<file path="src/rtl/serial_port_consts.svh">
// Offsets, field positions, reset values and codes of the serial port registers.
// Assumes inclusion by bare name from the package only; the design module sees its macros through it.
`ifndef SERIAL_PORT_CONSTS_SVH
`define SERIAL_PORT_CONSTS_SVH
// Word byte addresses on the register bus
`define OFF_STATUS 4'h0
`define OFF_CTRL_ONE 4'h4
`define OFF_CTRL_TWO 4'h8
`define OFF_DATA_BUF 4'hc
// Shared slave address and mask slot, and the interrupt event register
`define OFF_SLAVE_ADDR 5'h10
`define OFF_EVENT 5'h14
// Status bit positions
`define ST_SLEW 7
`define ST_SMBUS 6
`define ST_DATA_ADDR 5
`define ST_STOP 4
`define ST_START 3
`define ST_RW 2
`define ST_UPDATE 1
`define ST_FULL 0
// Control register two bit positions
`define C2_GENERAL_CALL_ENABLE 7
`define C2_ACK_STATUS 6
`define C2_ACK_DATA_VALUE 5
`define C2_ACK_SEQUENCE_ENABLE 4
`define C2_RECEIVE_ENABLE 3
`define C2_PEN 2
`define C2_REPEATED_START_ENABLE 1
`define C2_SEN 0
// Mode codes
`define MODE_SLAVE7 4'h6
`define MODE_SLAVE10 4'h7
`define MODE_MASTER 4'h8
`define MODE_MASK_ACCESS 4'h9
`define MODE_FW_MASTER 4'hb
`define MODE_SLAVE7_SP 4'he
`define MODE_SLAVE10_SP 4'hf
// Reset values
`define RST_MASK 8'hff
`define RST_ZERO 8'h00
// Unmapped read answer
`define UNMAPPED_DATA 32'h0000_0000
`endif

</file>
<file path="src/rtl/serial_port_pkg.sv">
// Types for the serial port register block.
// Assumes the constants header is on the include path.
package serial_port_pkg;
    `include "serial_port_consts.svh"
    typedef logic [7:0] byte_type;
    typedef enum logic [1:0] {
        role_off,
        role_slave,
        role_master
    } role_type;
endpackage : serial_port_pkg

</file>
<file path="src/rtl/serial_port_regs.sv">
// Control and status registers of a two-wire serial port, master and slave.
// Assumes a shift engine outside that reports bus events as one-cycle pulses.
//------------------------------------------------------------
// What this block does
// Bus-input select picks SMBus input thresholds
// Slave data-or-address flag tracks last byte
// Stop/start flags show the last condition
// Reset or disable clears stop/start flags
// Direction flag: slave address bit, master transmit
// Active is OR of direction and sequence bits
// Ten-bit slave sets address update flag
// Buffer full set while buffer holds byte
// Write collision is sticky, software clears it
// Receive overflow sticky when byte arrives full
// Port enable hands pins to serial port
// Slave clock release bit stretches clock low
// Mode field selects slave and firmware modes
// Mode 1000 master clock from address value
// Mode 1001 redirects address slot to mask
// General call enable gates general call interrupt
// Acknowledge status reports slave's returned bit
// Acknowledge enable sends ack data, self-clears
// Receive enable puts master into receive
// Start/restart/stop bits trigger conditions, self-clear
// Active refuses new sequence bits, buffer writes
// Mask field makes slave-address bits don't-care
// Control two bit 0 enables slave stretching
// Matched address loads buffer, acks, interrupts
// Control two layout follows master or slave
//------------------------------------------------------------
`timescale 1ns/1ns
`default_nettype none
module serial_port_regs
    import serial_port_pkg::*;
#(
    parameter int CLK_MHZ = 100
) (
    input wire logic clk,
    input wire logic rst,
    input wire logic [4:0] avs_address,
    input wire logic avs_read,
    input wire logic avs_write,
    input wire logic [31:0] avs_writedata,
    input wire logic [3:0] avs_byteenable,
    output logic [31:0] avs_readdata,
    output logic avs_waitrequest,
    input wire logic ev_start,
    input wire logic ev_stop,
    input wire logic ev_nack,
    input wire logic ev_byte_done,
    input wire logic ev_byte_is_data,
    input wire logic [7:0] ev_rx_byte,
    input wire logic ev_tx_busy,
    input wire logic ev_bus_idle,
    input wire logic ev_ack_in,
    input wire logic ev_seq_done,
    output logic pins_to_port,
    output logic smbus_inputs,
    output logic slew_control,
    output logic scl_stretch,
    output logic stretch_enable,
    output logic [7:0] eff_address_mask,
    output logic [7:0] slave_address_out,
    output logic [7:0] data_buffer_out,
    output logic tx_load,
    output logic ack_out_value,
    output logic [4:0] master_cmd,
    output logic master_clk_en,
    output logic port_interrupt_flag,
    output logic module_active
);
    // Registers, bus write and read strobes, and flags
    logic [7:0] status_ff, ctrl_one_ff, ctrl_two_ff, data_buffer_ff;
    logic [7:0] slave_address_reg_ff, address_mask_reg_ff;
    logic [31:0] nxt_readdata;
    logic [7:0] wbyte;
    logic wr_stat, wr_c1, wr_c2, wr_buf, wr_addr, rd_buf, wr_event;
    logic full_ff, ovf_ff, write_collision_flag_ff, irq_ff, rw_ff, da_ff, ua_ff;
    logic start_seen_ff, stop_seen_ff, ack_status_ff;
    logic [7:0] baud_cnt_ff;
    logic is_master, is_slave, is_ten_bit, mask_access, active;
    role_type role;
    logic buf_accept;

    // Mode decode used by several processes
    function automatic role_type decode_role(input logic [3:0] m, input logic en);
        if (!en)
            decode_role = role_off;
        else if (m == `MODE_MASTER || m == `MODE_FW_MASTER)
            decode_role = role_master;
        else if (m == `MODE_SLAVE7 || m == `MODE_SLAVE10 || m == `MODE_SLAVE7_SP
            || m == `MODE_SLAVE10_SP || m == `MODE_MASK_ACCESS)
            decode_role = role_slave;
        else
            decode_role = role_off;
    endfunction : decode_role

    assign role = decode_role(ctrl_one_ff[3:0], ctrl_one_ff[5]);
    assign is_master = (role == role_master);
    assign is_slave = (role == role_slave);
    assign is_ten_bit = ctrl_one_ff[3:0] == `MODE_SLAVE10
        || ctrl_one_ff[3:0] == `MODE_SLAVE10_SP;
    assign mask_access = ctrl_one_ff[3:0] == `MODE_MASK_ACCESS;
    assign active = rw_ff | (|ctrl_two_ff[4:0] & is_master);
    assign module_active = active;

    //------------------------------------------------------------
    // Register bus decode
    //------------------------------------------------------------
    assign avs_waitrequest = 1'b0;
    assign wbyte = avs_writedata[7:0];
    assign wr_stat = avs_write && avs_byteenable[0] && avs_address == 5'(`OFF_STATUS);
    assign wr_c1 = avs_write && avs_byteenable[0] && avs_address == 5'(`OFF_CTRL_ONE);
    assign wr_c2 = avs_write && avs_byteenable[0] && avs_address == 5'(`OFF_CTRL_TWO);
    assign wr_buf = avs_write && avs_byteenable[0] && avs_address == 5'(`OFF_DATA_BUF);
    assign wr_addr = avs_write && avs_byteenable[0] && avs_address == `OFF_SLAVE_ADDR;
    assign wr_event = avs_write && avs_byteenable[0] && avs_address == `OFF_EVENT;
    assign rd_buf = avs_read && avs_address == 5'(`OFF_DATA_BUF);

    // Read mux, combinational, drives read data directly
    always_comb begin
        nxt_readdata = `UNMAPPED_DATA;
        case (avs_address)
            5'(`OFF_STATUS): nxt_readdata = {24'h0, status_ff[7:6], da_ff & is_slave,
                stop_seen_ff, start_seen_ff, rw_ff, ua_ff, full_ff};
            5'(`OFF_CTRL_ONE): nxt_readdata = {24'h0, write_collision_flag_ff, ovf_ff, ctrl_one_ff[5:0]};
            5'(`OFF_CTRL_TWO): nxt_readdata = {24'h0, ctrl_two_ff[7], ack_status_ff,
                ctrl_two_ff[5:0]};
            5'(`OFF_DATA_BUF): nxt_readdata = {24'h0, data_buffer_ff};
            `OFF_SLAVE_ADDR: nxt_readdata = {24'h0, mask_access ? address_mask_reg_ff
                : slave_address_reg_ff};
            `OFF_EVENT: nxt_readdata = {31'h0, irq_ff};
            default: nxt_readdata = `UNMAPPED_DATA;
        endcase
    end
    assign avs_readdata = nxt_readdata;

    //------------------------------------------------------------
    // Control registers
    //------------------------------------------------------------
    // Status upper bits and control one
    always_ff @(posedge clk) begin
        if (rst) begin
            status_ff <= `RST_ZERO;
            ctrl_one_ff <= `RST_ZERO;
        end else begin
            if (wr_stat)
                status_ff <= {wbyte[7:6], 6'h0};
            if (wr_c1)
                ctrl_one_ff <= {2'b00, wbyte[5:0]};
        end
    end

    // Control two: sequence bits refused while active, self-clear on done
    always_ff @(posedge clk) begin
        if (rst) begin
            ctrl_two_ff <= `RST_ZERO;
        end else if (wr_c2) begin
            if (is_master && active)
                ctrl_two_ff <= {wbyte[7:5], ctrl_two_ff[4:0]};
            else
                ctrl_two_ff <= wbyte;
        end else if (is_master && ev_seq_done) begin
            ctrl_two_ff[4:0] <= 5'h0;
        end
    end

    // Address and mask registers sharing one slot
    always_ff @(posedge clk) begin
        if (rst) begin
            slave_address_reg_ff <= `RST_ZERO;
            address_mask_reg_ff <= `RST_MASK;
        end else if (wr_addr) begin
            if (mask_access)
                address_mask_reg_ff <= wbyte;
            else
                slave_address_reg_ff <= wbyte;
        end
    end

    // Data buffer and its full flag
    always_ff @(posedge clk) begin
        if (rst) begin
            data_buffer_ff <= `RST_ZERO;
            full_ff <= 1'b0;
        end else if (ev_byte_done && is_slave && !full_ff && !ovf_ff) begin
            data_buffer_ff <= ev_rx_byte;
            full_ff <= 1'b1;
        end else if (wr_buf && buf_accept) begin
            data_buffer_ff <= wbyte;
            full_ff <= 1'b1;
        end else if (rd_buf || (ev_byte_done && !is_slave)) begin
            full_ff <= 1'b0;
        end
    end
    // A buffer write is refused while a master sequence runs or the bus is
    // taken, and while a slave byte is still going out; refusal flags collision
    assign buf_accept = !(is_master && (active || !ev_bus_idle))
        && !(is_slave && ev_tx_busy);
    assign tx_load = wr_buf && buf_accept;

    // Sticky collision and overflow; set wins over software clear
    always_ff @(posedge clk) begin
        if (rst) begin
            write_collision_flag_ff <= 1'b0;
            ovf_ff <= 1'b0;
        end else begin
            if (wr_buf && ((is_master && (active || !ev_bus_idle))
                || (is_slave && ev_tx_busy)))
                write_collision_flag_ff <= 1'b1;
            else if (wr_c1 && !wbyte[7])
                write_collision_flag_ff <= 1'b0;
            if (ev_byte_done && full_ff)
                ovf_ff <= 1'b1;
            else if (wr_c1 && !wbyte[6])
                ovf_ff <= 1'b0;
        end
    end

    // Start and stop seen flags
    always_ff @(posedge clk) begin
        if (rst || !ctrl_one_ff[5]) begin
            start_seen_ff <= 1'b0;
            stop_seen_ff <= 1'b0;
        end else if (ev_start) begin
            start_seen_ff <= 1'b1;
            stop_seen_ff <= 1'b0;
        end else if (ev_stop) begin
            start_seen_ff <= 1'b0;
            stop_seen_ff <= 1'b1;
        end
    end

    // Direction, data-or-address, update and acknowledge status
    always_ff @(posedge clk) begin
        if (rst) begin
            rw_ff <= 1'b0;
            da_ff <= 1'b0;
            ua_ff <= 1'b0;
            ack_status_ff <= 1'b0;
        end else begin
            if (is_master)
                rw_ff <= ev_tx_busy;
            else if (ev_start || ev_stop || ev_nack)
                rw_ff <= 1'b0;
            else if (ev_byte_done && !ev_byte_is_data)
                rw_ff <= ev_rx_byte[0];
            if (ev_byte_done)
                da_ff <= ev_byte_is_data;
            if (is_slave && is_ten_bit && ev_byte_done && !ev_byte_is_data)
                ua_ff <= 1'b1;
            else if (wr_addr)
                ua_ff <= 1'b0;
            if (is_master && ev_byte_done)
                ack_status_ff <= ev_ack_in;
        end
    end

    // Interrupt flag: byte events, general call gated, software clears
    always_ff @(posedge clk) begin
        if (rst) begin
            irq_ff <= 1'b0;
        end else if (ev_byte_done && (ev_rx_byte != 8'h00 || ctrl_two_ff[7]
            || !is_slave)) begin
            irq_ff <= 1'b1;
        end else if (wr_event && wbyte[0]) begin
            irq_ff <= 1'b0;
        end
    end

    // Baud enable: period of 2 * (address[6:0] + 1) system cycles
    always_ff @(posedge clk) begin
        if (rst || ctrl_one_ff[3:0] != `MODE_MASTER)
            baud_cnt_ff <= 8'h00;
        else if (baud_cnt_ff == 8'({slave_address_reg_ff[6:0], 1'b0} + 8'h1))
            baud_cnt_ff <= 8'h00;
        else
            baud_cnt_ff <= baud_cnt_ff + 8'h1;
    end
    assign master_clk_en = (ctrl_one_ff[3:0] == `MODE_MASTER)
        && baud_cnt_ff == 8'({slave_address_reg_ff[6:0], 1'b0} + 8'h1);

    //------------------------------------------------------------
    // Outputs to the pin and shift logic
    //------------------------------------------------------------
    assign pins_to_port = ctrl_one_ff[5];
    assign smbus_inputs = status_ff[`ST_SMBUS];
    assign slew_control = status_ff[`ST_SLEW];
    assign scl_stretch = is_slave && !ctrl_one_ff[4];
    assign stretch_enable = is_slave && ctrl_two_ff[0];
    assign eff_address_mask = mask_access ? address_mask_reg_ff
        : {2'b00, ctrl_two_ff[5:2], ctrl_two_ff[1], ctrl_two_ff[1] & is_ten_bit};
    assign slave_address_out = slave_address_reg_ff;
    assign data_buffer_out = data_buffer_ff;
    assign ack_out_value = ctrl_two_ff[5];
    assign master_cmd = is_master ? ctrl_two_ff[4:0] : 5'h0;
    assign port_interrupt_flag = irq_ff;
endmodule : serial_port_regs
`default_nettype wire

</file>
<file path="config.mk">
export PLATFORM = sky130hd
export DESIGN_NAME = serial_port_regs
export DESIGN_NICKNAME = d
export VERILOG_FILES = /design/src/rtl/serial_port_pkg.sv /design/src/rtl/serial_port_regs.sv
export VERILOG_INCLUDE_DIRS = /design/src /design/src/rtl
export SDC_FILE = /design/constraint.sdc
export NUM_CORES = 1
export LEC_CHECK = 0
export BUFFER_PORTS_ARGS = -buffer_cell sky130_fd_sc_hd__buf_2
export CAP_MARGIN = 20
export CORE_MARGIN = 2
export CORE_UTILIZATION = 40
export CTS_CLUSTER_DIAMETER = 80
export DETAILED_ROUTE_END_ITERATION = 10
export GPL_TIMING_DRIVEN = 0
export PLACE_DENSITY = 0.76
export RECOVER_POWER = 100
export SYNTH_ARGS = -nofsm -noshare
export SYNTH_HDL_FRONTEND = slang
export SYNTH_SLANG_ARGS = --single-unit
</file>
<file path="constraint.sdc">
create_clock -name clk -period 1.8 [get_ports clk]
set_input_delay 0.27 -clock clk [delete_from_list [all_inputs] [get_ports clk]]
set_output_delay 0.27 -clock clk [all_outputs]
set_load 0.1 [all_outputs]
</file>
==> metrics, run 1 <==
status finished, violations left; # setup viols final 43; failing checks setup timing; kind of critical path flip-flop to output port; global-route wire length before repair 15.9 mm; root buffer cell clkbuf_8; die area 0.00863 sq mm; 1st-pass router iterations 6; register area 0.00119 sq mm; Gate power share 17.0%; clock network fraction of total power 40.0%; Rows 32; initial core utilization 41.1%; clk_lat worst skew 0.36 ns; met2 usage in global routing 40.5%; die span in y 92.9 um; most frequent cell after synthesis dfxtp_1; Max IR drop VDD 0.000351 V; largest area contributor in the netlist dfxtp_1; clock skew 0.0113 ns; DRT antenna net count 0; min-delay src ev_start; Mapped Cells 350; largest net degree at the start of global routing 12; IO Count 134; met1 Track Usage GR 30.0%; Reg-to-Reg Start ctrl_two_ff[1]; Flop pwr share 43.0%; Setup crit end master_clk_en; share of layout cells above drive strength 1 50.8%; Worst-Margin Slew 0.685 ns; GPL Wtd Cong 0.911; Post-CTS Hold Buffers 0; CTS tree built; max_cap viols 0; H-tree levels 3; via count 3275; global route hottest layer met2; fillers 567; Final Hold Fails 0; top cells by count, synth 57 x dfxtp_1, 51 x nor2_1, 32 x mux2i_1; sequential area share after synthesis 36.1%; Multi-input gate area 0.00217 sq mm; Synth cell types 45; Post-DP Area 0.00404 sq mm; drc violations 0; clk sink count 57; NumNets Final 554; RSZ-0062 raised after global routing yes; internal power 0.00201 W; FF-to-FF End data_buffer_out[4]; Worst Path Required 1.53 ns; routed length per instance 19.2 um; Final Non-Filler Cells 598; Avg Inst Size Synth 9.03 sq um; number of global-route vias before repair 3097; CP arrival 1.98 ns; TritonCTS Buffers 9; Reg clk slew, reported paths 0.07 ns; min cycle time layout 2.25 ns; async set-reset flop share out of synthesis 0%; design area 0.00506 sq mm; dpl cells 557; Syn Std Cell Area 0.00316 sq mm; worst reg2reg path depth 7; worst slew margin relative to its limit 54.3%; Final HPWL DP 7.31 mm; Max Fclk 444 MHz; Ant. Diodes 0; CP startpoint kind flip-flop; Clock Path Buffers 2; vias per cell 5.48; Die Wd 92.9 um; Power per Cell Area 582 mW/mm^2; top cell type's share of synthesized area 36.1%; Min-Delay Path Class input pin to flip-flop; fin crit share 125%; initial antenna violation count 0; switch share 31.6%; post-route setup slack -0.452 ns; GRT overflow 0; Initial DRC Count 275; Core ar. 0.00769 sq mm; Worst setup EP type output port; R2R Setup Slk -0.31 ns; EDFF count, synth 0; P_sw 0.000931 W; CP max FO 4; synthesis-stage register bit count 57; Synth-to-Final Area Change 60.2%; Leak Pwr 2.23 nW; Synth warnings 0; top area cells in the synthesized netlist dfxtp_1 36%, mux2i_1 10%, buf_4 6.2%; final slew viol count 0; crit path launch baud_cnt_ff[5]; Top FF cell, synth dfxtp_1; IO buf count 81; overall routing resource usage 24.1%; DRT Wirelength 11.5 mm; met3 GRT Util 5.04%
routing by layer:
metal | share of wire [%] | vias up
met5 | 0 | -
met4 | 5.4 | 0
met3 | 8.6 | 61
met2 | 48 | 225
met1 | 38 | 1527
li1 | - | 1462
cells in the final DEF, fill, tap and decap left out, drive strengths merged, types with 2 or more instances in the layout:
cell	Yosys	final
inv	9	9
conb	1	25
a22o	6	6
a21oi	12	12
xnor2	5	5
clkinv	0	2
nand3	10	10
clkbuf	6	34
or3	2	2
nor2b	6	6
mux4	6	6
dfxtp	57	57
and2	7	7
nor4	4	4
nor3	5	5
buf	38	130
a211o	8	8
a22oi	2	2
nor3b	2	2
o21ai	12	12
and3	7	7
nand2b	4	4
o2bb2ai	9	9
mux2	6	6
mux2i	32	32
xor2	9	9
nand2	18	18
nand4	3	3
nor2	52	52
flip-flops by register name, summed over array words and instances, names as in the netlist, 2 cells and up:
register	flops
status_ff	2
ctrl_two_ff	7
baud_cnt_ff	8
slave_address_out	8
ctrl_one_ff	6
data_buffer_out	8
address_mask_reg_ff	8
worst min-delay path by stage:
| stage | to | cells past startpoint |
|---|---|---|
| 3_5_place_dp | address_mask_reg_ff[6] | 1 |
| 6_report | stop_seen_ff | 2 |
| 5_1_grt | stop_seen_ff | 2 |
| 4_1_cts | stop_seen_ff | 2 |
| 3_3_place_gp | address_mask_reg_ff[6] | 1 |
| 2_1_floorplan | stop_seen_ff | 1 |
cell families after synthesis:
| family | count (synthesis) | synth area share (%) |
|---|---|---|
| flip-flops | 57 | 36.1 |
| AO/OA/AOI/OAI | 57 | 13.1 |
| XOR/XNOR | 14 | 3.88 |
| buffers and inverters | 53 | 10.6 |
| multiplexers | 44 | 16.5 |
| other | 1 | 0.119 |
| AND/OR/NAND/NOR | 123 | 19.3 |
| adder cells (fa/ha/maj) | 1 | 0.396 |
power groups by stage:
stage                     combinational (W)  sequential [W]  clock, W
after floorplan                    0.000353         0.00132         0
after global placement             0.000469         0.00129         0
after detailed placement           0.000469         0.00130         0
after CTS                          0.000478         0.00127   0.00118
after global routing               0.000518         0.00126   0.00122
final                              0.000501         0.00126   0.00118
metrics by stage:
step	hold slack (ns)	TNS [ns]	total power (W)	worst slack, ns	util, %
after CTS	0.109	-6.30	0.00292	-0.337	62.9
after floorplan	0.349	-1.79	0.00167	-0.682	-
final	0.125	-8.90	0.00294	-0.452	65.9
after global placement	0.451	-12.21	0.00176	-0.505	52.5
after detailed placement	0.455	-13.11	0.00176	-0.498	52.5
after global routing	0.118	-10.66	0.00301	-0.541	65.9
critical path, cell delays in order, from the launching register on:
cell	delay (ns)
dfxtp_1	0.36
xor2_1	0.16
nor4_1	0.35
nand4_1	0.26
nor4_4	0.24
buf_6	0.27
cell type report:
cell class / instances / share of cell area, %
repair buffers: 110 / 20.7
well taps: 102 / 2.52
inverters: 9 / 0.667
clock inverters: 2 / 0.198
flip-flops and latches: 57 / 23.5
plain buffers: 40 / 5.98
clock buffers: 14 / 3.61
multi-input cells: 264 / 42.8
repair_timing:
| item | in CTS | in global routing |
|---|---|---|
| pin swaps | 17 | 23 |
| endpoints found under the hold margin | 0 | 0 |
| setup endpoints to repair | 56 | 48 |
| setup buffers | 14 | 12 |
| cloned | 1 | 2 |
| resized for setup | 125 | 32 |
No activity file was read; power rests on OpenSTA's default activity.
==> inputs of run 2 (changes only) <==
--- a/config.mk
+++ b/config.mk
@@ -13,8 +13,9 @@
 export CTS_CLUSTER_DIAMETER = 80
 export DETAILED_ROUTE_END_ITERATION = 10
 export GPL_TIMING_DRIVEN = 0
-export PLACE_DENSITY = 0.76
+export PLACE_DENSITY = 0.65
 export RECOVER_POWER = 100
+export SETUP_SLACK_MARGIN = 0.5
 export SYNTH_ARGS = -nofsm -noshare
 export SYNTH_HDL_FRONTEND = slang
 export SYNTH_SLANG_ARGS = --single-unit
==> constraint.sdc (replaced) <==
create_clock -name clk -period 2.5 [get_ports clk]
set_input_delay 0.375 -clock clk [delete_from_list [all_inputs] [get_ports clk]]
set_output_delay 0.375 -clock clk [all_outputs]
set_load 0.1 [all_outputs]
==> metrics, run 2 (synthesis gave the netlist of run 1 again) <==
status finished clean; Die Wd 92.9 um (unchanged); kind of critical path flip-flop to output port; Power per Cell Area 448 mW/mm^2 (-23%); Core ar. 0.00769 sq mm (unchanged); clk_lat worst skew 0.34 ns (-0.02 ns); GRT overflow 0 (unchanged); root buffer cell clkbuf_8; share of layout cells above drive strength 1 40.3% (-11 points); CP startpoint kind flip-flop; Rows 32 (unchanged); global-route wire length before repair 15.3 mm (-4.1%); Final Non-Filler Cells 596 (-0.33%); IO buf count 81 (unchanged); IO Count 134 (unchanged); Reg clk slew, reported paths 0.07 ns (about the same); crit path cell chain buf_6, clkbuf_1, and3_1, clkbuf_2; DRT antenna net count 0 (unchanged); Crit-path slowest cell clkbuf_2; fillers 717 (+26%); Multi-input gate area 0.00204 sq mm (-5.9%); Min-Delay Path Class input pin to flip-flop; Max Fclk 428 MHz; internal power 0.00142 W (-30%); fin crit share 93.4%; clock network fraction of total power 39.0% (-1.0 points); die area 0.00863 sq mm (unchanged); die span in y 92.9 um (unchanged); Max IR drop VDD 0.000233 V (-34%); commonest non-fill, non-tap cell in the layout nor2_1; number of global-route vias before repair 2922 (-5.7%); Clock Path Buffers 2 (unchanged); Leak Pwr 2.04 nW (-8.4%); initial core utilization 41.1% (unchanged); dpl cells 557 (unchanged); final slew viol count 0 (unchanged); Hold WS 0.229 ns (+0.104 ns); Initial DRC Count 210 (-24%); TritonCTS Buffers 9 (unchanged); Gate power share 16.8% (-0.2 points); max_cap viols 0 (unchanged); Worst-Margin Slew 1.18 ns (+0.493 ns); H-tree levels 3 (unchanged); RSZ-0062 raised after global routing yes; drc violations 0 (unchanged); Post-Place Setup Slack 0.0349 ns (+0.532 ns); switch share 31.2% (-0.40 points); register area 0.00118 sq mm (-0.42%); Worst Path Required 2.12 ns (+0.59 ns); top cell family by delay on the critical path buffers and inverters; via count 3042 (-7.1%); Ant. Diodes 0 (unchanged); Final TNS setup 0 ns (+8.90 ns); routed length per instance 17.1 um (-11%); GPL Wtd Cong 0.886 (-2.7%); 1st-pass router iterations 4 (-2); P_sw 0.000644 W (-31%); Worst setup EP type output port; DRT Wirelength 10.2 mm (-11%); max incr delay on CP 0.49 ns (+0.13 ns); largest net degree at the start of global routing 11 (-1); most frequent cells in the layout 51 x nor2_1, 49 x buf_4, 37 x clkbuf_1, 35 x dfxtp_1, 34 x buf_2; CTS tree built; Design Power 0.00206 W (-30%); CP arrival 1.96 ns (-0.02 ns); Flop pwr share 44.2% (+1.2 points); Synth-to-Final Area Change 45.8%; Final HPWL DP 7.21 mm (-1.4%); initial antenna violation count 0 (unchanged); clock skew 0.00733 ns (-0.00394 ns); CP max FO 7 (+3); post-route setup slack 0.164 ns (+0.617 ns); Post-CTS Hold Buffers 0 (unchanged); # setup viols final 0 (-100%); worst path bufs/invs 3 (+2); clk sink count 57 (unchanged); vias per cell 5.10 (-6.8%); NumNets Final 552 (-0.36%); overall routing resource usage 23.3% (-0.86 points); min cycle time layout 2.34 ns; Final Hold Fails 0 (unchanged); worst slew margin relative to its limit 21.8% (-33 points)
-- run 2: repair_timing --
action                                  4_1_cts  5_1_grt
endpoints found under the setup margin       34       42
gates resized for setup                     115       26
setup buffers                                13        8
gates cloned                                  0        2
pin swaps                                    13       16
-- run 2: layer usage --
layer | up-vias | routed length, um | GRT usage (%)
li1 | 1465 | - | -
met1 | 1420 | 4390 | 30.4
met2 | 138 | 4960 | 37.3
met3 | 19 | 620 | 5.29
met4 | 0 | 222 | 9.07
met5 | - | 0 | 0
-- run 2: per-stage QoR --
stage | cell area, sq um | utilization, %
5_1_grt | 4610 | 60.0
2_1_floorplan | 3480 | -
6_report | 4610 | 60.0
3_3_place_gp | 4020 | 52.2
3_5_place_dp | 4020 | 52.2
4_1_cts | 4740 | 61.6
-- run 2: worst paths after layout --
kind / start / to / slack, ns / cells after the start
setup / recovery: ctrl_one_ff[0] / eff_address_mask[6] / 0.16 / 4
hold / removal: ev_start / stop_seen_ff / 0.23 / 2
setup reg to reg: ctrl_one_ff[1] / address_mask_reg_ff[3] / 0.23 / 9
hold reg to reg: address_mask_reg_ff[7] / address_mask_reg_ff[7] / 0.47 / 1
-- run 2: layout make-up --
| class | count | share of cell area (%) |
|---|---|---|
| Multi-Input combinational cell | 264 | 44.3 |
| Sequential cell | 57 | 25.7 |
| Clock buffer | 13 | 3.66 |
| Inverter | 9 | 0.733 |
| Clock inverter | 3 | 0.326 |
| Buffer | 44 | 7.17 |
| Tap cell | 102 | 2.77 |
| Timing Repair Buffer | 104 | 15.4 |
-- run 2: worst register-to-register path, stage by stage (launching register included) --
cell	delay, ns
dfxtp_1	0.31
buf_6	0.12
nand4bb_1	0.20
buf_8	0.18
clkbuf_1	0.13
buf_6	0.13
or3_2	0.40
clkbuf_1	0.17
clkbuf_1	0.22
a211o_1	0.32
-- run 2: power groups by stage --
| stage | Sequential [W] | Combinational [W] | Clock [W] |
|---|---|---|---|
| floorplan | 0.000949 | 0.000254 | 0 |
| global placement | 0.000932 | 0.000338 | 0 |
| detailed placement | 0.000932 | 0.000337 | 0 |
| CTS | 0.000911 | 0.000344 | 0.000811 |
| global route | 0.000911 | 0.000360 | 0.000855 |
| finish | 0.000911 | 0.000347 | 0.000805 |
